--- config.mk ---
export PLATFORM = sky130hd
export DESIGN_NAME = dbg_bus_glue
export DESIGN_NICKNAME = d
export VERILOG_FILES = /design/src/design/dbg_pkg.sv /design/src/design/dbg_bus_glue.sv
export VERILOG_INCLUDE_DIRS = /design/src /design/src/design
export SDC_FILE = /design/constraint.sdc
export NUM_CORES = 1
export LEC_CHECK = 0
export ABC_AREA = 1
export BUFFER_PORTS_ARGS = -buffer_cell sky130_fd_sc_hd__buf_2
export CORE_UTILIZATION = 30
export CTS_CLUSTER_SIZE = 25
export DETAILED_ROUTE_END_ITERATION = 12
export PLACE_DENSITY = 0.57
export RECOVER_POWER = 100
export SYNTH_ARGS = -nofsm -noshare
export SYNTH_HDL_FRONTEND = slang
export SYNTH_SLANG_ARGS = --single-unit
--- constraint.sdc ---
create_clock -name clk -period 1.93 [get_ports clk]
set_input_delay 0.0965 -clock clk [delete_from_list [all_inputs] [get_ports clk]]
set_output_delay 0.0965 -clock clk [all_outputs]
set_load 0.02 [all_outputs]
--- src/design/dbg_defines.svh ---
// Function
// - PROM answers when A15..A10 match its base; A9..A0 index words inside.
// - PROM data reaches the bus input lines only on address match with SMEMR.
// - card_match asserts when I/O address bits 7..3 equal the header value.
// - Controller chip enable needs card_match and A2 low; A1..A0 pick register.
// - Default bases are FC00 for the PROM and F0 for I/O.
// - Control register loads output data when BA0=0, BA1=1, write, card_match, A2 high.
// - Control bits 0..3 drive the four drive-select outputs.
// - Control bit 4 supplies head step pulses in place of the controller.
// - Control bit 5 is irq_gate and lets the board drive bus interrupts.
// - Control bit 6 is floppy_write_dir, the DMA transfer direction.
// - count_reg_select picks DMA address (0) or subsector count (1) register.
// - cnt_load_low/high write the low/high byte of the selected register.
// - Status read gates only input data bits 4 and 7 onto the bus.
// - dma_req_ff raises the DMA request toward the bus master.
// - Grant line accepted must match the request priority level used.
// - byte_done steps address and count; sequencing stops while it is high.
// - After grant the cycle-start flop drives PSYNC through grant gating.
// - DMA write strobes occur only while the subsector count is nonzero.
// - Chip enable selects controller and data ports and holds PRDY low unless ctrl_rd_en or ctrl_wr_en is on.
// - ctrl_rd_en starts a controller read, enables the input port on CPU reads only, asserts PRDY.
// - ctrl_wr_en puts controller data lines in write direction under chip select.
// - On grant out_port_rx_mode follows master_write_status and enables receivers.
// - Status bit 4 reads one while the subsector count is nonzero.
`ifndef DBG_DEFINES_SVH
`define DBG_DEFINES_SVH

`define DBG_IO_BASE 8'hf0
`define DBG_PROM_BASE 16'hfc00
`define DBG_OFS_CNT_LO 3'h4
`define DBG_OFS_CNT_HI 3'h5
`define DBG_OFS_CTL 3'h6
`define DBG_CTL_RESET 8'h00
`define DBG_CTL_STEP 4
`define DBG_CTL_IRQ 5
`define DBG_CTL_WRDIR 6
`define DBG_CTL_CNTSEL 7
`define DBG_STAT_NZ 4
`define DBG_STAT_BORROW 7
`define DBG_XFER_CYCLES 3
`define DBG_CTRL_DATA_REG 2'h3

`endif

--- src/design/dbg_pkg.sv ---
package dbg_pkg;
  typedef enum logic [3:0] {
    ST_IDLE = 4'b0001,
    ST_SYNC = 4'b0010,
    ST_XFER = 4'b0100,
    ST_END  = 4'b1000
  } dbg_state_e;
  typedef logic [15:0] dbg_word_t;
endpackage

--- src/design/dbg_bus_glue.sv ---
`timescale 1ns/1ps
`include "dbg_defines.svh"
module dbg_bus_glue import dbg_pkg::*; #(
  parameter logic [7:0] IO_BASE = `DBG_IO_BASE,
  parameter logic [15:0] PROM_BASE = `DBG_PROM_BASE,
  parameter int XFER_CYCLES = `DBG_XFER_CYCLES
) (
  input wire logic clk,                 // 250 MHz clock
  input wire logic rst_b,               // Board reset, active low
  input wire logic [15:0] addr,         // Bus address in
  input wire logic sMemR,               // Memory read status
  input wire logic sInp,                // I/O read status
  input wire logic sOut,                // I/O write status
  input wire logic pDbin,               // Read strobe
  input wire logic pWrIn_b,             // CPU write strobe, low active
  input wire logic [7:0] bufOutBits,    // Buffered output data
  output logic [7:0] inPortBits,        // Input data port
  output logic inPortEn,                // Input port drives bus
  output logic [9:0] promAddr,          // PROM word index
  input wire logic [7:0] promData,      // PROM word
  output logic promSel,                 // PROM selected
  output logic cardMatch,               // I/O base matched
  output logic ctrlCs_b,                // Controller chip select
  output logic [1:0] ctrlAddr,          // Controller register index
  output logic ctrlRdEn,                // Controller read enable
  output logic ctrlWrEn,                // Controller write enable
  input wire logic [7:0] dalIn,         // Controller data lines in
  output logic [7:0] dalOut,            // Controller data lines out
  output logic dalOe,                   // Controller data lines drive
  output logic pRdy,                    // Bus ready
  output logic [3:0] driveSel,          // Drive selects 0..3
  output logic stepRate,                // Step pulses from control bit 4
  output logic irqGate,                 // Interrupt enable
  input wire logic ctrlIrq,             // Controller interrupt
  output logic busIrq,                  // Gated bus interrupt
  output logic floppyWriteDir,          // 1 write to floppy
  output logic countRegSelect,          // 1 subsector count register
  input wire logic ctrlDataReq,         // Controller data request
  input wire logic dmaRcvd,             // No other DMA in progress
  output logic dmaReq,                  // DMA request line
  input wire logic dmaGrantIn,          // Matching DMA grant
  output logic pSync,                   // Bus cycle start
  output logic [15:0] dmaAddrOut,       // DMA memory address
  output logic dmaAddrOe,               // DMA address drive
  output logic pWrOut_b,                // DMA write strobe, low active
  output logic memRdStrobe,             // DMA memory read strobe
  input wire logic masterWriteStatus,   // Bus master write status
  output logic outPortRxEn,             // Output port receivers on
  output logic byteDone                 // Byte transferred
);

  function automatic logic portHit(input logic [2:0] low, input logic [2:0] ofs);
    portHit = (low == ofs);
  endfunction

  localparam int XC = XFER_CYCLES;

  logic [7:0] ctlReg;
  dbg_word_t dmaAddr;
  dbg_word_t subCount;
  logic subBorrow;
  logic dmaReqFf;
  logic outPortRxMode;
  logic [7:0] xferCnt;
  dbg_state_e state;
  dbg_state_e next_state;

  logic cpuWrite;
  logic cpuRead;
  logic chipEn;
  logic cardSelQualified;
  logic ctlLatchClk;
  logic ctlStatusGate;
  logic cntLoadLow;
  logic cntLoadHigh;
  logic cntLoad;
  logic subNonzero;
  logic dmaActive;
  logic cycleStartInt;
  logic writeStrobeInt;
  logic floppyReadFlag;

  // Address decode
  assign cpuWrite = sOut && !pWrIn_b;
  assign cpuRead = sInp && pDbin;
  assign cardMatch = (sInp || sOut) && (addr[7:3] == IO_BASE[7:3]);
  assign chipEn = cardMatch && !addr[2];
  assign cardSelQualified = cardMatch && addr[2];
  assign ctlLatchClk = cardSelQualified && cpuWrite && portHit(addr[2:0], `DBG_OFS_CTL);
  assign ctlStatusGate = cardSelQualified && cpuRead && portHit(addr[2:0], `DBG_OFS_CTL);
  assign cntLoadLow = cardSelQualified && cpuWrite && portHit(addr[2:0], `DBG_OFS_CNT_LO);
  assign cntLoadHigh = cardSelQualified && cpuWrite && portHit(addr[2:0], `DBG_OFS_CNT_HI);
  assign cntLoad = cntLoadLow || cntLoadHigh;
  assign promSel = sMemR && (addr[15:10] == PROM_BASE[15:10]);
  assign promAddr = addr[9:0];

  // Control register outputs
  assign driveSel = ctlReg[3:0];
  assign stepRate = ctlReg[`DBG_CTL_STEP];
  assign irqGate = ctlReg[`DBG_CTL_IRQ];
  assign busIrq = irqGate && ctrlIrq;
  assign floppyWriteDir = ctlReg[`DBG_CTL_WRDIR];
  assign countRegSelect = ctlReg[`DBG_CTL_CNTSEL];

  // DMA sequencing outputs
  assign subNonzero = (subCount != 16'h0000);
  assign dmaActive = (state == ST_SYNC) || (state == ST_XFER);
  assign cycleStartInt = (state == ST_SYNC);
  assign pSync = cycleStartInt && dmaGrantIn;
  assign byteDone = (state == ST_END);
  assign writeStrobeInt = (state == ST_XFER) && !floppyWriteDir && subNonzero;
  assign pWrOut_b = !writeStrobeInt;
  assign memRdStrobe = (state == ST_XFER) && floppyWriteDir;
  assign dmaReq = dmaReqFf;
  assign dmaAddrOut = dmaAddr;
  assign dmaAddrOe = dmaActive;
  assign outPortRxEn = outPortRxMode;
  assign floppyReadFlag = dmaActive && !floppyWriteDir;

  // Controller access
  assign ctrlRdEn = (chipEn && cpuRead) || floppyReadFlag;
  assign ctrlWrEn = (chipEn && cpuWrite) || (dmaActive && floppyWriteDir);
  assign ctrlCs_b = !(chipEn || dmaActive);
  assign ctrlAddr = dmaActive ? `DBG_CTRL_DATA_REG : addr[1:0];
  assign dalOut = bufOutBits;
  assign dalOe = ctrlWrEn && !ctrlCs_b;
  assign pRdy = !chipEn || ctrlRdEn || ctrlWrEn;

  // External control register
  always_ff @(posedge clk or negedge rst_b) begin
    if (!rst_b) begin
      ctlReg <= `DBG_CTL_RESET;
    end else if (ctlLatchClk) begin
      ctlReg <= bufOutBits;
    end
  end

  // DMA address counter
  always_ff @(posedge clk or negedge rst_b) begin
    if (!rst_b) begin
      dmaAddr <= 16'h0000;
    end else if (cntLoadLow && !countRegSelect) begin
      dmaAddr[7:0] <= bufOutBits;
    end else if (cntLoadHigh && !countRegSelect) begin
      dmaAddr[15:8] <= bufOutBits;
    end else if (byteDone) begin
      dmaAddr <= dmaAddr + 16'h0001;
    end
  end

  // Subsector counter
  always_ff @(posedge clk or negedge rst_b) begin
    if (!rst_b) begin
      subCount <= 16'h0000;
    end else if (cntLoadLow && countRegSelect) begin
      subCount[7:0] <= bufOutBits;
    end else if (cntLoadHigh && countRegSelect) begin
      subCount[15:8] <= bufOutBits;
    end else if (byteDone) begin
      subCount <= subCount - 16'h0001;
    end
  end

  // Underflow flag, set wins over clear
  always_ff @(posedge clk or negedge rst_b) begin
    if (!rst_b) begin
      subBorrow <= 1'b0;
    end else if (byteDone && !subNonzero) begin
      subBorrow <= 1'b1;
    end else if (cntLoad && countRegSelect) begin
      subBorrow <= 1'b0;
    end
  end

  // DMA request flop
  always_ff @(posedge clk or negedge rst_b) begin
    if (!rst_b) begin
      dmaReqFf <= 1'b0;
    end else if (byteDone) begin
      dmaReqFf <= 1'b0;
    end else if (state == ST_IDLE && ctrlDataReq && dmaRcvd) begin
      dmaReqFf <= 1'b1;
    end
  end

  // Receiver mode captured at grant
  always_ff @(posedge clk or negedge rst_b) begin
    if (!rst_b) begin
      outPortRxMode <= 1'b0;
    end else if (state == ST_IDLE && next_state == ST_SYNC) begin
      outPortRxMode <= masterWriteStatus;
    end else if (byteDone) begin
      outPortRxMode <= 1'b0;
    end
  end

  // Transfer length counter
  always_ff @(posedge clk or negedge rst_b) begin
    if (!rst_b) begin
      xferCnt <= 8'h00;
    end else if (state == ST_SYNC) begin
      xferCnt <= 8'(XC - 1);
    end else if (state == ST_XFER && xferCnt != 8'h00) begin
      xferCnt <= xferCnt - 8'h01;
    end
  end

  always_comb begin
    next_state = state;
    case (state)
      ST_IDLE: begin
        if (dmaReqFf && dmaGrantIn) begin
          next_state = ST_SYNC;
        end
      end
      ST_SYNC: next_state = ST_XFER;
      ST_XFER: begin
        if (xferCnt == 8'h00) begin
          next_state = ST_END;
        end
      end
      ST_END: next_state = ST_IDLE;
      default: next_state = ST_IDLE;
    endcase
  end

  always_ff @(posedge clk or negedge rst_b) begin
    if (!rst_b) begin
      state <= ST_IDLE;
    end else begin
      state <= next_state;
    end
  end

  // Input data port, registered
  always_ff @(posedge clk or negedge rst_b) begin
    if (!rst_b) begin
      inPortBits <= 8'h00;
      inPortEn <= 1'b0;
    end else if (promSel) begin
      inPortBits <= promData;
      inPortEn <= 1'b1;
    end else if (ctlStatusGate) begin
      inPortBits <= 8'h00;
      inPortBits[`DBG_STAT_NZ] <= subNonzero;
      inPortBits[`DBG_STAT_BORROW] <= subBorrow;
      inPortEn <= 1'b1;
    end else if (chipEn && cpuRead) begin
      inPortBits <= dalIn;
      inPortEn <= 1'b1;
    end else begin
      inPortBits <= 8'h00;
      inPortEn <= 1'b0;
    end
  end

  a_ctl_load: assert property (@(posedge clk) disable iff (!rst_b)
    ctlLatchClk |=> ctlReg == $past(bufOutBits))
    else $error("Control register load wrong");

  a_drive_sel_map: assert property (@(posedge clk) disable iff (!rst_b)
    ctlLatchClk |=> driveSel == $past(bufOutBits[3:0]))
    else $error("Drive select mismatch");

  a_card_decode: assert property (@(posedge clk) disable iff (!rst_b)
    !ctrlCs_b && !dmaActive |-> addr[7:3] == IO_BASE[7:3] && !addr[2])
    else $error("Chip select decode wrong");

  a_prom_drive: assert property (@(posedge clk) disable iff (!rst_b)
    inPortEn |-> $past(promSel) || $past(ctlStatusGate) || ($past(chipEn) && $past(cpuRead)))
    else $error("Input port driven without cause");

  a_status_bits: assert property (@(posedge clk) disable iff (!rst_b)
    $past(ctlStatusGate) && !$past(promSel) |-> inPortBits[6:5] == 2'b00 && inPortBits[3:0] == 4'h0
    && inPortBits[4] == ($past(subCount) != 16'h0000)) else $error("Status read bits wrong");

  a_psync_grant: assert property (@(posedge clk) disable iff (!rst_b)
    pSync |-> dmaGrantIn && $past(dmaReqFf) ##1 dmaActive [*2])
    else $error("PSYNC without grant");

  a_wr_strobe_nz: assert property (@(posedge clk) disable iff (!rst_b)
    !pWrOut_b |-> subCount != 16'h0000 && !floppyWriteDir)
    else $error("Write strobe at zero count");

  a_byte_step: assert property (@(posedge clk) disable iff (!rst_b)
    byteDone && !cntLoad |=> dmaAddr == $past(dmaAddr) + 16'h0001 && subCount == $past(subCount) - 16'h0001
    && !dmaReqFf && !dmaActive) else $error("Byte done step wrong");

  a_rx_mode: assert property (@(posedge clk) disable iff (!rst_b)
    cycleStartInt |-> outPortRxEn == $past(masterWriteStatus))
    else $error("Receiver mode not from status");

  a_latch_addr: assert property (@(posedge clk) disable iff (!rst_b)
    ctlLatchClk |-> addr[2:0] == 3'h6 && sOut && !pWrIn_b)
    else $error("Control latch on wrong access");

  a_prom_sel: assert property (@(posedge clk) disable iff (!rst_b)
    promSel |-> sMemR && addr[15:10] == PROM_BASE[15:10] && promAddr == addr[9:0])
    else $error("PROM select decode wrong");

  a_prom_data: assert property (@(posedge clk) disable iff (!rst_b)
    promSel |=> inPortEn && inPortBits == $past(promData))
    else $error("PROM word not on input port");

  a_card_match: assert property (@(posedge clk) disable iff (!rst_b)
    cardMatch |-> (sInp || sOut) && addr[7:3] == IO_BASE[7:3])
    else $error("Card match without address hit");

  a_step_dir_map: assert property (@(posedge clk) disable iff (!rst_b)
    ctlLatchClk |=> stepRate == $past(bufOutBits[4]) && floppyWriteDir == $past(bufOutBits[6]))
    else $error("Step or direction bit wrong");

  a_irq_gate: assert property (@(posedge clk) disable iff (!rst_b)
    !irqGate |-> !busIrq)
    else $error("Bus interrupt while gate closed");

  a_cnt_low_load: assert property (@(posedge clk) disable iff (!rst_b)
    cntLoadLow && countRegSelect |=> subCount[7:0] == $past(bufOutBits))
    else $error("Count low byte not loaded");

  a_cnt_high_load: assert property (@(posedge clk) disable iff (!rst_b)
    cntLoadHigh && !countRegSelect |=> dmaAddr[15:8] == $past(bufOutBits))
    else $error("Address high byte not loaded");

  a_req_cause: assert property (@(posedge clk) disable iff (!rst_b)
    $rose(dmaReq) |-> $past(ctrlDataReq) && $past(dmaRcvd))
    else $error("DMA request without data request");

  a_grant_level: assert property (@(posedge clk) disable iff (!rst_b)
    $rose(dmaAddrOe) |-> $past(dmaGrantIn) && $past(dmaReqFf))
    else $error("DMA cycle without matching grant");

  a_chip_ready: assert property (@(posedge clk) disable iff (!rst_b)
    chipEn && !cpuRead && !cpuWrite && !dmaActive |-> !pRdy && !ctrlCs_b)
    else $error("Ready while chip idle");

  a_read_enable: assert property (@(posedge clk) disable iff (!rst_b)
    chipEn && cpuRead |-> ctrlRdEn && pRdy && !ctrlCs_b)
    else $error("Controller read not enabled");

  a_write_dir: assert property (@(posedge clk) disable iff (!rst_b)
    chipEn && cpuWrite |-> ctrlWrEn && dalOe && dalOut == bufOutBits)
    else $error("Controller write not driven");

  a_reset_clear: assert property (@(posedge clk)
    !rst_b |=> ctlReg == `DBG_CTL_RESET && !dmaReqFf && state == ST_IDLE)
    else $error("Reset left state behind");

endmodule

== Word level (Yosys, flattened, before mapping) ==
Cells that the tools add are included.
Storage, ports and cells
  flip-flop bits (word level): 64
  word-level logic and storage cells: 119
Operators by class
  add/subtract/negate cells: 3
  eq/ne operators: 12
  mux-type cells: 26
  bitwise logic cells: 2
  reduce and logical (&&, ||, !) cells: 64
Operators by type and width (count)
  8-bit two-way mux: 11
  1-bit logical AND: 33
  16-bit two-way mux: 2
  16-bit by 1-bit adder with 16-bit output (second input constant): 1
  16-bit nonzero test: 1
  2-bit nonzero test: 8
  16-bit by 1-bit subtractor with 16-bit output (second input constant): 1
  4-bit one-hot mux with 3 select lines: 1
  3-bit equality test (second input constant): 3
  1-bit two-way mux: 9
  4-bit by 2-bit equality test with 1-bit output (second input constant): 2
  1-bit logical NOT: 8
  8-bit logical NOT: 1
  1-bit logical OR: 8
  4-bit two-way mux: 2
  2-bit AND reduction: 4
  8-bit nonzero test: 1
  8-bit by 1-bit subtractor with 8-bit output (second input constant): 1
  6-bit equality test (second input constant): 1
  5-bit equality test (second input constant): 1
  4-bit by 1-bit equality test with 1-bit output (second input constant): 1
  4-bit by 3-bit equality test with 1-bit output (second input constant): 1
  4-bit equality test (second input constant): 1
  2-bit inequality test (second input constant): 2
  other kinds (2): 3

== Depth between registers and ports, before layout ==
  depth after elaboration: 9
  depth in mapped cells: 13

== Worst setup path before layout ==
Ideal clock, no wire load.
  kind: reg2out
  start: register state[2]
  end: output port pRdy
  arrival: 1744 ps
  slack: 90 ps
  stages on the path, launching flop included: 8
  path buffers: 0
  cells stage by stage: dfrtp_1 inv_1 nand2_1 nor3_1 nor2_1 o21ai_0 inv_1 nand4_1
Between the ends
  longest elaborated chain between the ends: 6
  elaborated cells on any way between the ends: 9
  classes of those cells: 2 x eq/ne; 7 x reduce/logical
RTL lines
  start, declared: line dbg_bus_glue.sv:65  | dbg_state_e state;
  start signal, assigned: line dbg_bus_glue.sv:231  | state <= next_state;
  4-bit by 2-bit equality test with 1-bit output or 4-bit by 3-bit equality test with 1-bit output (tied branches): line dbg_bus_glue.sv:107  | assign dmaActive = (state == ST_SYNC) || (state == ST_XFER);
  1-bit logical OR (*): line dbg_bus_glue.sv:107
  1-bit logical AND (*): line dbg_bus_glue.sv:118  | assign floppyReadFlag = dmaActive && !floppyWriteDir;
  1-bit logical OR (*): line dbg_bus_glue.sv:121  | assign ctrlRdEn = (chipEn && cpuRead) || floppyReadFlag;
  net ctrlRdEn: line dbg_bus_glue.sv:25  | output logic ctrlRdEn,
  1-bit logical OR (*) (2 in series): line dbg_bus_glue.sv:127  | assign pRdy = !chipEn || ctrlRdEn || ctrlWrEn;
  end, declared: line dbg_bus_glue.sv:30  | output logic pRdy,
Mark *: on every way through the listed nets, which the timed path passes. The rest lies on a longest branch.

== Worst setup path after layout ==
  start: register state[0]
  end: output port ctrlAddr[1]
Between the ends
  longest elaborated chain between the ends: 3
  elaborated cells on any way between the ends: 4
  classes of those cells: 2 x eq/ne; 1 x mux; 1 x reduce/logical
RTL lines
  4-bit by 2-bit equality test with 1-bit output or 4-bit by 3-bit equality test with 1-bit output (tied branches): line dbg_bus_glue.sv:107
  1-bit logical OR (*): line dbg_bus_glue.sv:107
  2-bit two-way mux (*): line dbg_bus_glue.sv:124  | assign ctrlAddr = dmaActive ? `DBG_CTRL_DATA_REG : addr[1:0];
  end, declared: line dbg_bus_glue.sv:24  | output logic [1:0] ctrlAddr,
Every way passes the cells marked *; elsewhere a longest branch is shown, timed or not.

==> impl_metrics.tcl <==
set metrics [dict create \
    status "finished clean" \
    numCtsBuffers 9 \
    finalSetupViolCount 0 \
    finalSetupTns_ns 0 \
    crit_slowest_cell "dfstp_2" \
    yosys_warnings 0 \
    leakage_nw 2.986 \
    critPathMaxFanout 4 \
    finalCriticalPeriod_ns 1.851 \
    synth_edf_count 0 \
    hold_violations 0 \
    antenna_cells 0 \
    ant_nets 0 \
    grt_pass1_wl_um 19980 \
    timing.rr.end "subCount[14]" \
    r2r-start "subCount[0]" \
    clk_pin_slew_worst_paths_ns 0.06 \
    p_sw_share_pct 41.13 \
    post-route-drc-count 0 \
    die_h_um 121.6 \
    wl_per_cell_um 12.44 \
    syn_area_per_cell_um2 6.658 \
    synth_ff_type "dfrtp_1" \
    ctsRootBufferMaster "clkbuf_16" \
    core_area_mm2 0.01393 \
    dr.first_iter.drc_count 251 \
    hp-start "ctrlDataReq" \
    clock_sink_count 64 \
    start_kind "flip-flop" \
    pre_cts_ws_ns 0.2606 \
    end_kind "primary output" \
    track_usage_pct 17.11 \
    async_flop_share_pct 100.0 \
    min_to "dmaReq" \
    cts_tree "done" \
    max_stage_delay_ns 0.54 \
    clockBufferDepth 2 \
    layout_common_cells "nand2_1, nand3_1, dfrtp_1" \
    netlist_area_mm2 0.004294 \
    gp_congestion 0.8121 \
    fp-row-count 43 \
    mostFrequentLayoutCell "nand2_1" \
    fin_cells 965 \
    vias 4398 \
    synth_cell_types 32 \
    vias_per_cell 4.558 \
    initial_utilization_pct 30.82 \
    clkPwrFrac_pct 25.3 \
    path_delay_family "simple AND/OR/NAND/NOR gates" \
    totalWireLength_um 12000 \
    timing.fmax_mhz 540.4 \
    htreeDepth 3 \
    worst_slew_pin_slew_ns 1.479 \
    synth_fp_nets 701 \
    max_cap_violations 0 \
    holdPathStages 3 \
    powerDensity_mw_per_mm2 1174 \
    seq_power_share_pct 28.2 \
    path_cells "inv_1 -> nand2_2 -> nor3_2 -> nor2_2 -> inv_2 -> or2_2 -> buf_2" \
    slew-limit-headroom_pct 1.372 \
    min_period_over_period_pct 95.88 \
    layout-drive-gt1-share_pct 15.92 \
    dp.cells 931 \
    r2r_setup_slack_ns 0.25 \
    area_growth_pct 26.72 \
    finClkSkew_ns 0.009985 \
    port_buffers 115 \
    die_area_mm2 0.01480 \
    dp_hpwl_um 9014 \
    p_switching_mw 2.627 \
    synth-seq-cells 64 \
    worst-endpoint-required_ns 1.83 \
    netlist_instances 645 \
    grt_pass1_vias 4175 \
    finalMaxSlewViolations 0 \
    cp.arrival_ns 1.75 \
    p_comb_share_pct 46.5 \
    path_class "reg -> out" \
    worstSkewPairLatency_ns 0.33 \
    setup_slack_ns 0.07947 \
    die_w_um 121.6 \
    grt_max_degree 26 \
    antenna_found_initial 0 \
    grt_overflow 0 \
    internal_power_mw 3.759 \
    hp-class "in -> reg" \
    yosysSeqAreaShare_pct 37.33 \
    firstDrtPassIters 5 \
    ios 120 \
    r2r_cells 13 \
    peakVddDrop_uv 604.2 \
    critPathBufInv 3 \
    fin_nets 836 \
]
## layout make-up
| cell class | instances | area (um^2) |
|---|---|---|
| flip-flops and latches | 64 | 1603 |
| clock buffers | 14 | 284.0 |
| well taps | 180 | 225.2 |
| inverters | 61 | 229.0 |
| multi-input cells | 496 | 2286 |
| repair buffers | 148 | 802.0 |
| clock inverters | 2 | 12.51 |
| fillers | 1514 | 8493 |
## per-stage QoR
step	cell area (um^2)	power (mW)	hold slack (ns)	utilization [%]
CTS	5508	6.368	0.02021	39.53
floorplan	4294	4.014	-0.1991	-
finish	5441	6.386	0.03400	39.05
global placement	5049	4.689	0.1567	36.23
global route	5441	7.025	0.03260	39.05
detailed placement	5049	4.683	0.1522	36.23
## timing repair
action,CTS,global route
hold endpoints to repair,30,0
setup endpoints to repair,1,7
gates resized for setup,1,3
hold buffers,16,0
setup buffers,0,2
pin swaps,0,2
## flip-flops by register name (all words and copies together) (netlist names)
name	count
xferCnt	8
subBorrow	1
inPortBits	8
state	4
outPortRxEn	1
dmaAddrOut	16
inPortEn	1
ctlReg	8
dmaReq	1
subCount	16
## Yosys cell counts (all sizes together), types with 3 or more instances
| cell | n | area share, % |
|---|---|---|
| buf | 23 | 3.9 |
| nand2 | 298 | 26 |
| o21ai | 15 | 1.7 |
| nand4 | 8 | 1.5 |
| nand3b | 3 | 0.52 |
| nand3 | 69 | 8.8 |
| dfrtp | 63 | 37 |
| nor2 | 63 | 6.1 |
| xnor2 | 6 | 1.2 |
| ha | 4 | 1.2 |
| a21oi | 6 | 1.6 |
| nor3 | 11 | 2.0 |
| xor2 | 11 | 2.2 |
| inv | 60 | 5.2 |
## per-layer routing
metal  share of wire (%)  vias to the layer above  wire (um)  GRT usage (%)
li1                    -                     2272          -              -
met1                  47                     2012       5607          21.32
met2                  48                      101       5788          29.69
met3                 4.0                       13        475          3.090
met4                 1.1                        0        129          5.556
met5                   0                        -          0              0
## cell families after synthesis
family / after synthesis / share of synthesized area [%]
AND/OR/NAND/NOR: 454 / 45.40
buffers and inverters: 85 / 9.324
flip-flops: 64 / 37.33
AO/OA/AOI/OAI: 21 / 3.322
XOR/XNOR: 17 / 3.467
adder cells (fa/ha/maj): 4 / 1.166
## power groups by stage
| stage | clock network (mW) | logic, mW | registers [mW] |
|---|---|---|---|
| 2_1_floorplan | 0 | 2.23 | 1.79 |
| 3_3_place_gp | 0 | 2.87 | 1.82 |
| 3_5_place_dp | 0 | 2.87 | 1.81 |
| 4_1_cts | 1.67 | 2.90 | 1.80 |
| 5_1_grt | 1.71 | 3.48 | 1.84 |
| 6_report | 1.61 | 2.97 | 1.80 |
## tightest hold or removal path, cell delays in order
cell and delay [ns]:
buf_2 0.10, nand3_1 0.07, a21oi_1 0.06
## worst max-delay path by stage
| stage | startpoint | to | slack, ns | cells past startpoint |
|---|---|---|---|---|
| CTS | state[0] | ctrlAddr[1] | 0.04 | 7 |
| global placement | subCount[0] | subCount[10] | 0.27 | 11 |
| floorplan | state[2] | pRdy | 0.09 | 7 |
| global route | state[0] | ctrlAddr[1] | -0.002 | 7 |
| detailed placement | subCount[0] | subCount[10] | 0.26 | 11 |
| finish | state[0] | ctrlAddr[1] | 0.08 | 7 |
Power figures use the tool's default switching activity.
